==> config.mk <==
export PLATFORM = sky130hd
export DESIGN_NAME = hsil_top
export DESIGN_NICKNAME = d
export VERILOG_FILES = /design/src/verilog/hsil_pkg.sv /design/src/verilog/hsil_top.sv
export SDC_FILE = /design/constraint.sdc
export NUM_CORES = 1
export LEC_CHECK = 0
export BUFFER_PORTS_ARGS = -buffer_cell sky130_fd_sc_hd__buf_2
export CAP_MARGIN = 5
export CORE_MARGIN = 5
export CORE_UTILIZATION = 52
export CTS_BUF_LIST = sky130_fd_sc_hd__clkbuf_8 sky130_fd_sc_hd__clkbuf_16
export DETAILED_ROUTE_END_ITERATION = 10
export PLACE_DENSITY = 0.9
export SKIP_CTS_REPAIR_TIMING = 1
export SYNTH_ARGS = -nofsm -noshare
export SYNTH_HDL_FRONTEND = slang
export SYNTH_SLANG_ARGS = --single-unit
==> constraint.sdc <==
create_clock -name clk_i -period 2.59 [get_ports clk_i]
set_input_delay 0.3885 -clock clk_i [delete_from_list [all_inputs] [get_ports clk_i]]
set_output_delay 0.3885 -clock clk_i [all_outputs]
set_load 0.005 [all_outputs]
==> src/verilog/hsil_pkg.sv <==
package hsil_pkg;
	// ==================================================
	// Register map
	localparam logic [7:0] LINK_IRQ_ENABLE_TWO_ADDR = 8'h00;
	localparam logic [7:0] SS7_EVENT_STATUS_ADDR = 8'h04;
	localparam logic [7:0] SS7_EVENT_ENABLE_ADDR = 8'h08;
	localparam logic [7:0] LINK_STATUS_ADDR = 8'h0c;
	localparam logic [7:0] CRC_CTRL_ADDR = 8'h10;
	// ==================================================
	// Field positions
	localparam int FCS_BIT = 2;
	localparam int ABORT_BIT = 1;
	localparam int IDLE_BIT = 0;
	localparam int TX_START_BIT = 5;
	localparam int RX_START_BIT = 4;
	localparam int TX_END_BIT = 3;
	localparam int RX_END_BIT = 2;
	localparam int CRC_FAIL_BIT = 1;
	localparam int OVERSIZE_BIT = 0;
	localparam int THRESH_SEL_BIT = 0;
	// ==================================================
	// Reset values and limits
	localparam logic [2:0] LINK_EN_RESET = 3'h0;
	localparam logic [5:0] SS7_EN_RESET = 6'h00;
	localparam logic [5:0] SS7_STAT_RESET = 6'h00;
	localparam logic [2:0] LINK_STAT_RESET = 3'h0;
	localparam logic [6:0] CRC_THRESH_LOW = 7'h20;
	localparam logic [6:0] CRC_THRESH_HIGH = 7'h40;
	localparam logic [8:0] MAX_MSG_BYTES = 9'h114;
	localparam logic [7:0] FLAG_OCTET = 8'h7e;
	localparam int ABORT_ONES = 7;
endpackage : hsil_pkg

==> src/verilog/hsil_top.sv <==
`timescale 1ns/1ps
module hsil_top
	import hsil_pkg::*;
(
	// Clock and reset
	input wire logic clk_i,
	input wire logic rst_n_i,
	// APB slave
	input wire logic psel_i,
	input wire logic penable_i,
	input wire logic pwrite_i,
	input wire logic [7:0] paddr_i,
	input wire logic [31:0] pwdata_i,
	output logic [31:0] prdata_o,
	output logic pready_o,
	output logic pslverr_o,
	// Receive data-link bit stream, clk_i domain
	input wire logic rx_bit_valid_i,
	input wire logic rx_bit_i,
	// Controller event pulses
	input wire logic fcs_err_i,
	input wire logic rx_start_i,
	input wire logic rx_end_i,
	input wire logic tx_start_i,
	input wire logic tx_end_i,
	input wire logic crc_bad_frame_i,
	input wire logic crc_good_frame_i,
	input wire logic msg_byte_i,
	input wire logic msg_done_i,
	// Interrupt request
	output logic irq_o
);
	import hsil_pkg::*;

	// ==================================================
	// Register state
	logic [2:0] link_en, next_link_en;
	logic [5:0] ss7_en, next_ss7_en;
	logic [5:0] ss7_stat, next_ss7_stat;
	logic [2:0] link_stat, next_link_stat;
	logic thresh_sel, next_thresh_sel;
	logic [31:0] next_prdata;
	logic next_pready, next_pslverr, next_irq;

	// ==================================================
	// Detector state
	logic [7:0] shift, next_shift;
	logic [2:0] ones, next_ones;
	logic [6:0] crc_cnt, next_crc_cnt;
	logic [8:0] byte_cnt, next_byte_cnt;
	logic over_seen, next_over_seen;
	logic flag_hit, abort_hit, crc_hit, over_hit;

	function automatic logic sel_reg(input logic [7:0] a,
		input logic [7:0] b);
		sel_reg = (a == b);
	endfunction : sel_reg

	logic acc, wr, rd;
	assign acc = psel_i && penable_i && !pready_o;
	assign wr = acc && pwrite_i;
	assign rd = acc && !pwrite_i;

	// ==================================================
	// Stream detectors
	always_comb begin
		next_shift = shift;
		next_ones = ones;
		flag_hit = 1'b0;
		abort_hit = 1'b0;
		if (rx_bit_valid_i) begin
			next_shift = {rx_bit_i, shift[7:1]};
			flag_hit = (next_shift == FLAG_OCTET);
			if (rx_bit_i) begin
				// Saturate so a long run of ones reports once
				if (ones != 3'(ABORT_ONES)) begin
					next_ones = ones + 3'h1;
					abort_hit = (ones == 3'(ABORT_ONES - 1));
				end
			end else begin
				next_ones = 3'h0;
			end
		end
	end

	// Threshold counts consecutive corrupted frames; a good one restarts
	always_comb begin
		logic [6:0] lim;
		lim = thresh_sel ? CRC_THRESH_HIGH : CRC_THRESH_LOW;
		next_crc_cnt = crc_cnt;
		crc_hit = 1'b0;
		if (crc_good_frame_i) begin
			next_crc_cnt = 7'h00;
		end else if (crc_bad_frame_i && crc_cnt != lim) begin
			next_crc_cnt = crc_cnt + 7'h01;
			crc_hit = (crc_cnt + 7'h01 == lim);
		end
		next_byte_cnt = byte_cnt;
		next_over_seen = over_seen;
		over_hit = 1'b0;
		if (msg_done_i) begin
			next_byte_cnt = 9'h000;
			next_over_seen = 1'b0;
		end else if (msg_byte_i) begin
			if (byte_cnt != 9'h1ff) begin
				next_byte_cnt = byte_cnt + 9'h001;
			end
			// One report per message, on byte 277
			if (byte_cnt == MAX_MSG_BYTES && !over_seen) begin
				over_hit = 1'b1;
				next_over_seen = 1'b1;
			end
		end
	end

	// ==================================================
	// Registers and bus
	always_comb begin
		logic [5:0] ss7_set;
		logic [2:0] link_set;
		ss7_set = '0;
		ss7_set[TX_START_BIT] = tx_start_i;
		ss7_set[TX_END_BIT] = tx_end_i;
		ss7_set[RX_START_BIT] = rx_start_i;
		ss7_set[RX_END_BIT] = rx_end_i;
		ss7_set[CRC_FAIL_BIT] = crc_hit;
		ss7_set[OVERSIZE_BIT] = over_hit;
		link_set = '0;
		link_set[FCS_BIT] = fcs_err_i;
		link_set[ABORT_BIT] = abort_hit;
		link_set[IDLE_BIT] = flag_hit;
		next_link_en = link_en;
		next_ss7_en = ss7_en;
		next_thresh_sel = thresh_sel;
		next_ss7_stat = ss7_stat;
		next_link_stat = link_stat;
		next_prdata = prdata_o;
		next_pready = acc;
		next_pslverr = 1'b0;
		if (wr) begin
			if (sel_reg(paddr_i, LINK_IRQ_ENABLE_TWO_ADDR)) begin
				next_link_en = pwdata_i[2:0];
			end else if (sel_reg(paddr_i, SS7_EVENT_ENABLE_ADDR)) begin
				next_ss7_en = pwdata_i[5:0];
			end else if (sel_reg(paddr_i, CRC_CTRL_ADDR)) begin
				next_thresh_sel = pwdata_i[THRESH_SEL_BIT];
			end else if (!sel_reg(paddr_i, SS7_EVENT_STATUS_ADDR) &&
				!sel_reg(paddr_i, LINK_STATUS_ADDR)) begin
				next_pslverr = 1'b1;
			end
		end
		if (rd) begin
			next_prdata = 32'h0000_0000;
			if (sel_reg(paddr_i, LINK_IRQ_ENABLE_TWO_ADDR)) begin
				next_prdata[2:0] = link_en;
			end else if (sel_reg(paddr_i, SS7_EVENT_ENABLE_ADDR)) begin
				next_prdata[5:0] = ss7_en;
			end else if (sel_reg(paddr_i, CRC_CTRL_ADDR)) begin
				next_prdata[THRESH_SEL_BIT] = thresh_sel;
			end else if (sel_reg(paddr_i, SS7_EVENT_STATUS_ADDR)) begin
				next_prdata[5:0] = ss7_stat;
				next_ss7_stat = 6'h00;
			end else if (sel_reg(paddr_i, LINK_STATUS_ADDR)) begin
				next_prdata[2:0] = link_stat;
				next_link_stat = 3'h0;
			end else begin
				next_pslverr = 1'b1;
			end
		end
		// A new event in the read cycle survives the clear
		next_ss7_stat = next_ss7_stat | ss7_set;
		next_link_stat = next_link_stat | link_set;
		next_irq = |(next_ss7_stat & next_ss7_en) |
			|(next_link_stat & next_link_en);
	end

	always_ff @(posedge clk_i or negedge rst_n_i) begin
		if (!rst_n_i) begin
			link_en <= LINK_EN_RESET;
			ss7_en <= SS7_EN_RESET;
			ss7_stat <= SS7_STAT_RESET;
			link_stat <= LINK_STAT_RESET;
			thresh_sel <= 1'b0;
			prdata_o <= 32'h0000_0000;
			pready_o <= 1'b0;
			pslverr_o <= 1'b0;
			irq_o <= 1'b0;
			shift <= 8'h00;
			ones <= 3'h0;
			crc_cnt <= 7'h00;
			byte_cnt <= 9'h000;
			over_seen <= 1'b0;
		end else begin
			link_en <= next_link_en;
			ss7_en <= next_ss7_en;
			ss7_stat <= next_ss7_stat;
			link_stat <= next_link_stat;
			thresh_sel <= next_thresh_sel;
			prdata_o <= next_prdata;
			pready_o <= next_pready;
			pslverr_o <= next_pslverr;
			irq_o <= next_irq;
			shift <= next_shift;
			ones <= next_ones;
			crc_cnt <= next_crc_cnt;
			byte_cnt <= next_byte_cnt;
			over_seen <= next_over_seen;
		end
	end
endmodule : hsil_top

== Word-level counts from Yosys, hierarchy flattened ==
Cells that the tools add are included.
Storage, ports and cells
  register bits after elaboration: 56
  bits of input ports: 56
  output and inout port bits: 35
  word-level logic and storage cells: 114
Operators by class
  add/subtract/negate cells: 3
  equal/unequal tests: 12
  muxes and demuxes: 55
  bitwise gates (word level): 7
  reduce and logical (&&, ||, !) cells: 23
Operator list (number)
  6-bit 2-to-1 mux: 9
  3-bit 2-to-1 mux: 15
  9-bit 2-to-1 mux: 3
  1-bit 2-to-1 mux: 24
  7-bit 2-to-1 mux: 3
  8-bit by 4-bit == test with 1-bit output (second input constant): 2
  9-bit by 1-bit adder with 9-bit output (second input constant): 1
  9-bit == test (second input constant): 1
  9-bit inequality test (second input constant): 1
  8-bit by 3-bit == test with 1-bit output (second input constant): 1
  8-bit by 5-bit == test with 1-bit output (second input constant): 1
  8-bit by 7-bit == test with 1-bit output (second input constant): 1
  8-bit zero test: 1
  2-bit nonzero test: 4
  7-bit by 1-bit adder with 7-bit output (second input constant): 1
  7-bit == test: 1
  1-bit logical AND: 7
  7-bit inequality test: 1
  6-bit AND: 1
  6-bit OR: 1
  2-bit AND reduction: 3
  6-bit OR reduction: 1
  1-bit zero test: 5
  5-bit 2-to-1 mux: 1
  10 further kinds: 11

== Longest topological paths before layout ==
  word-level depth: 14
  gate-level depth with buffers: 10

== Worst setup path after synthesis ==
OpenSTA, ideal clock, no wires.
  path kind: in2reg
  from: input port paddr_i[4]
  to: register irq_o
  setup time: 0.139 ns
  data arrival time: 2.599 ns
  data required time: 2.451 ns
  setup slack: -0.148 ns
  stages: 6
  path buffers: 1
  path through: or4b_1 buf_2 or4_4 a22o_1 a2111o_1 or4b_1
On the way
  cells in the longest elaborated chain, start to end: 11
RTL lines
  from (decl): RTL line hsil_top.sv:12  | input wire logic [7:0] paddr_i,
  8-bit by 4-bit == test with 1-bit output: RTL line hsil_top.sv:56  | sel_reg = (a == b);
  3-bit 2-to-1 mux: RTL line hsil_top.sv:163  | end else if (sel_reg(paddr_i, LINK_STATUS_ADDR)) begin
  3-bit 2-to-1 mux: RTL line hsil_top.sv:160  | end else if (sel_reg(paddr_i, SS7_EVENT_STATUS_ADDR)) begin
  3-bit 2-to-1 mux: RTL line hsil_top.sv:158  | end else if (sel_reg(paddr_i, CRC_CTRL_ADDR)) begin
  3-bit 2-to-1 mux: RTL line hsil_top.sv:156  | end else if (sel_reg(paddr_i, SS7_EVENT_ENABLE_ADDR)) begin
  3-bit 2-to-1 mux *: RTL line hsil_top.sv:154  | if (sel_reg(paddr_i, LINK_IRQ_ENABLE_TWO_ADDR)) begin
  3-bit 2-to-1 mux *: RTL line hsil_top.sv:152  | if (rd) begin
  3-bit OR *: RTL line hsil_top.sv:172  | next_link_stat = next_link_stat | link_set;
  net next_link_stat[0]: RTL line hsil_top.sv:40  | logic [2:0] link_stat, next_link_stat;
  3-bit AND *: RTL line hsil_top.sv:174  | |(next_link_stat & next_link_en);
  3-bit OR reduction *: RTL line hsil_top.sv:174
  1-bit OR *: RTL line hsil_top.sv:174
  net next_irq: RTL line hsil_top.sv:43  | logic next_pready, next_pslverr, next_irq;
  to (signal assigned): RTL line hsil_top.sv:202  | irq_o <= next_irq;
  to (decl): RTL line hsil_top.sv:31  | output logic irq_o
The timed path passes the listed nets; every way through them passes the cells marked *.
A chain may end at the register's enable or synchronous reset.

== Worst setup path in the final report ==
  from: input port paddr_i[1]
  to: register irq_o
On the way
  cells in the longest elaborated chain, start to end: 11
RTL lines (RTL line)
  8-bit by 4-bit == test with 1-bit output: hsil_top.sv:56
  3-bit 2-to-1 mux: hsil_top.sv:163
  3-bit 2-to-1 mux: hsil_top.sv:160
  3-bit 2-to-1 mux: hsil_top.sv:158
  3-bit 2-to-1 mux: hsil_top.sv:156
  3-bit 2-to-1 mux: hsil_top.sv:154
  3-bit 2-to-1 mux: hsil_top.sv:152
  3-bit OR: hsil_top.sv:172
  3-bit AND: hsil_top.sv:174
  3-bit OR reduction: hsil_top.sv:174
  1-bit OR *: hsil_top.sv:174
  net next_irq: hsil_top.sv:43
Marked as above.

==> impl_metrics.sql <==
INSERT INTO impl_metrics (metric_group, metric, value, unit) VALUES
('yosys', 'synth_compound_area_frac', '0.1465', ''),
('yosys', 'synth_top_family_by_area', 'simple AND/OR/NAND/NOR gates', ''),
('worst_hold_path', 'min-delay-path-class', 'in2async', ''),
('floorplanning', 'floorplan.die_area', '7734', 'sq um'),
('global_route', 'gr-usage-all-layers', '0.1887', ''),
('worst_setup_path', 'r2r_start', 'pready_o$_DFF_PN0_', ''),
('layout', 'insertedDiodeCount', '0', ''),
('worst_setup_path', 'cp_slowest_cell', 'or4b_2', ''),
('floorplanning', 'rows', '28', ''),
('yosys', 'yosys.cell_types.count', '55', ''),
('layout', 'layout.cells.most_common', 'dfrtp_1', ''),
('worst_setup_path', 'r2r_slack', '0.20', 'ns'),
('timing', 'setup_total_negative_slack', '0', 'ns'),
('yosys', 'synth_mux_area_frac', '0.05465', ''),
('yosys', 'dominantRegCellSynth', 'dfrtp_1', ''),
('timing', 'finalCritPeriodShare', '0.9632', ''),
('floorplanning', 'ios', '91', ''),
('pwr', 'peakVddDrop', '233.0', 'uV'),
('layout', 'finalInstanceArea', '3633', 'sq um'),
('routing', 'vias_per_cell', '5.667', ''),
('yosys', 'synthXorXnorAreaFrac', '0.03050', ''),
('yosys', 'synth-seq-cells', '55', ''),
('worst_setup_path', 'cp_cell_sequence', 'buf_2, or4b_2, o31ai_1, a22oi_1, a2111o_1, or4b_1', ''),
('pwr', 'power_density', '462.4', 'nW/um^2'),
('place', 'gpl.final_weighted_congestion', '0.9217', ''),
('pwr', 'p_leak', '1.775', 'nW'),
('worst_setup_path', 'worstRegToRegCells', '6', ''),
('outcome', 'run_status', 'finished, final reports clean', ''),
('place', 'detailed_place.area', '3540', 'sq um'),
('flow_run', 'maxCapViolations', '0', ''),
('yosys', 'synth_seq_area_share', '0.4356', ''),
('global_route', 'initial_antenna_violation_count', '0', ''),
('layout', 'area_delta_synth_final', '15.01', '%'),
('global_route', 'grt_start_max_net_pins', '30', ''),
('routing', 'drt_first_pass_iters', '4', ''),
('floorplanning', 'core_region_area', '5921', 'sq um'),
('place', 'inst_count_dp', '458', ''),
('layout', 'fin_util', '0.6137', ''),
('global_route', 'number_of_global_route_vias_before_repair', '2569', ''),
('layout', 'drive_gt1_frac', '0.2455', ''),
('timing', 'finalCriticalPeriod', '2.495', 'ns'),
('floorplanning', 'start_util', '0.5336', ''),
('global_route', 'grt.overflow.total', '0', ''),
('worst_setup_path', 'cell_family_with_most_cp_delay', 'simple AND/OR/NAND/NOR gates', ''),
('yosys', 'yosysWarnings', '0', ''),
('worst_setup_path', 'critical_path.reg2reg.endpoint', 'irq_o$_DFF_PN0_', ''),
('timing', 'final_critical_path_setup_slack', '0.09529', 'ns'),
('timing', 'finalHoldViolations', '0', ''),
('yosys', 'fraction_of_registers_with_async_set_or_reset_after_synthesis', '1.000', ''),
('floorplanning', 'die-width', '87.95', 'microns'),
('yosys', 'postSynthAreaPerCell', '9.603', 'sq um'),
('worst_setup_path', 'timing.critical_path.required', '2.77', 'ns'),
('clock_tree', 'cts_root_buffer', 'clkbuf_8', ''),
('layout', 'num-nets-final', '455', ''),
('clock_tree', 'cts.sink_count', '55', ''),
('clock_tree', 'clk_pin_slew_worst_paths', '0.11', 'ns'),
('routing', 'wire_per_inst', '15.39', 'microns'),
('routing', 'wl', '7172', 'microns'),
('yosys', 'syn_area', '3159', 'sq um'),
('place', 'post-dp-hpwl', '5404', 'microns'),
('worst_setup_path', 'critPathKind', 'in2reg', ''),
('worst_setup_path', 'crit_fanout', '6', ''),
('place', 'port_buffers', '38', ''),
('timing', 'max_freq', '0.4008', 'GHz'),
('clock_tree', 'clk-insertion-delay-late', '0.32', 'ns'),
('yosys', 'post_synthesis_simple_gate_area_fraction', '0.1956', ''),
('clock_tree', 'cts_tree', 'built', ''),
('place', 'place_worst_setup_slack', '-0.1873', 'ns'),
('clock_tree', 'cts_inserted_buffers', '5', ''),
('clock_tree', 'cts_buffer_depth', '2', ''),
('routing', 'dr.first_iter.drc_count', '210', '');
==> cell type report <==
type	count	area (sq um)
Inverter	17	63.81
Tap cell	75	93.84
Timing Repair Buffer	70	430.4
Multi-Input combinational cell	241	1575
Clock buffer	5	68.82
Sequential cell	55	1376
Fill cell	474	2287
Clock inverter	3	25.02
==> worst reg2reg max path, delay by kind of cell (launching register included) <==
| family | cells | cell delay [ns] |
|---|---|---|
| buffers and inverters | 1 | 0.19 |
| AND/OR/NAND/NOR | 2 | 0.69 |
| AO/OA/AOI/OAI | 3 | 0.96 |
| flip-flops | 1 | 0.42 |
==> Yosys cell counts, types with 3 or more instances <==
master | number | area [sq um]
nand3_1 | 7 | 35.03
a21oi_1 | 7 | 35.03
nor2_1 | 21 | 78.83
nor2b_1 | 3 | 18.77
nor3_1 | 3 | 15.01
nor4_1 | 3 | 18.77
nor4b_1 | 3 | 26.28
or3_1 | 5 | 31.28
dfrtp_1 | 55 | 1376
o21ai_0 | 16 | 80.08
a22oi_1 | 7 | 52.55
mux2_2 | 10 | 112.6
mux2i_1 | 6 | 60.06
clkbuf_1 | 12 | 45.04
nand2_1 | 33 | 123.9
o41ai_1 | 5 | 43.79
xor2_1 | 9 | 78.83
nand4_1 | 13 | 81.33
o31ai_1 | 9 | 67.56
a221oi_1 | 3 | 26.28
inv_1 | 17 | 63.81
nor3b_1 | 3 | 22.52
ha_1 | 9 | 112.6
buf_4 | 26 | 195.2
==> cells by family (layout without fill, tap and decap cells) <==
logic type | count (synthesis) | count (layout)
and+or+nand+nor | 114 | 114
AOI/OAI and AO/OA | 65 | 65
buffers and inverters | 58 | 95
DFF | 55 | 55
muxes | 16 | 16
xor gates and xnor gates | 11 | 11
adders and majority gates | 9 | 9
other | 1 | 26
==> power breakdown <==
| group | switching [mW] | total [mW] | internal [mW] |
|---|---|---|---|
| logic | 0.126 | 0.231 | 0.105 |
| registers | 0.0442 | 0.955 | 0.911 |
| clock network | 0.300 | 0.495 | 0.194 |
==> sequential cells by signal, indices dropped and copies added (netlist names) <==
signal	count
link_en	3
ss7_en	6
irq_o	1
over_seen	1
crc_cnt	7
link_stat	3
prdata_o	6
ss7_stat	6
pslverr_o	1
shift	7
byte_cnt	9
thresh_sel	1
ones	3
pready_o	1
==> per-layer routing <==
layer  GRT usage  wire [microns]
met5           0               0
met3     0.03198             458
met4     0.06276             139
met1      0.2426            3037
met2      0.3226            3537
==> per-stage QoR <==
stage | hold slack (ns) | total power [mW]
6_report | 0.009618 | 1.680
5_1_grt | 0.04811 | 1.757
4_1_cts | 0.02212 | 1.688
3_5_place_dp | 0.3766 | 1.202
3_3_place_gp | 0.3614 | 1.186
2_1_floorplan | 0.09291 | 1.114
==> how the worst max path moves through the flow <==
| stage | cells after the start | startpoint | to | slack [ns] |
|---|---|---|---|---|
| floorplan | 6 | paddr_i[4] | irq_o$_DFF_PN0_ | -0.009 |
| global placement | 6 | paddr_i[4] | irq_o$_DFF_PN0_ | -0.16 |
| detailed placement | 6 | paddr_i[1] | irq_o$_DFF_PN0_ | -0.19 |
| CTS | 6 | paddr_i[1] | irq_o$_DFF_PN0_ | 0.13 |
| global route | 6 | paddr_i[1] | irq_o$_DFF_PN0_ | 0.03 |
| finish | 6 | paddr_i[1] | irq_o$_DFF_PN0_ | 0.1 |
No activity file was read; power rests on OpenSTA's default activity.
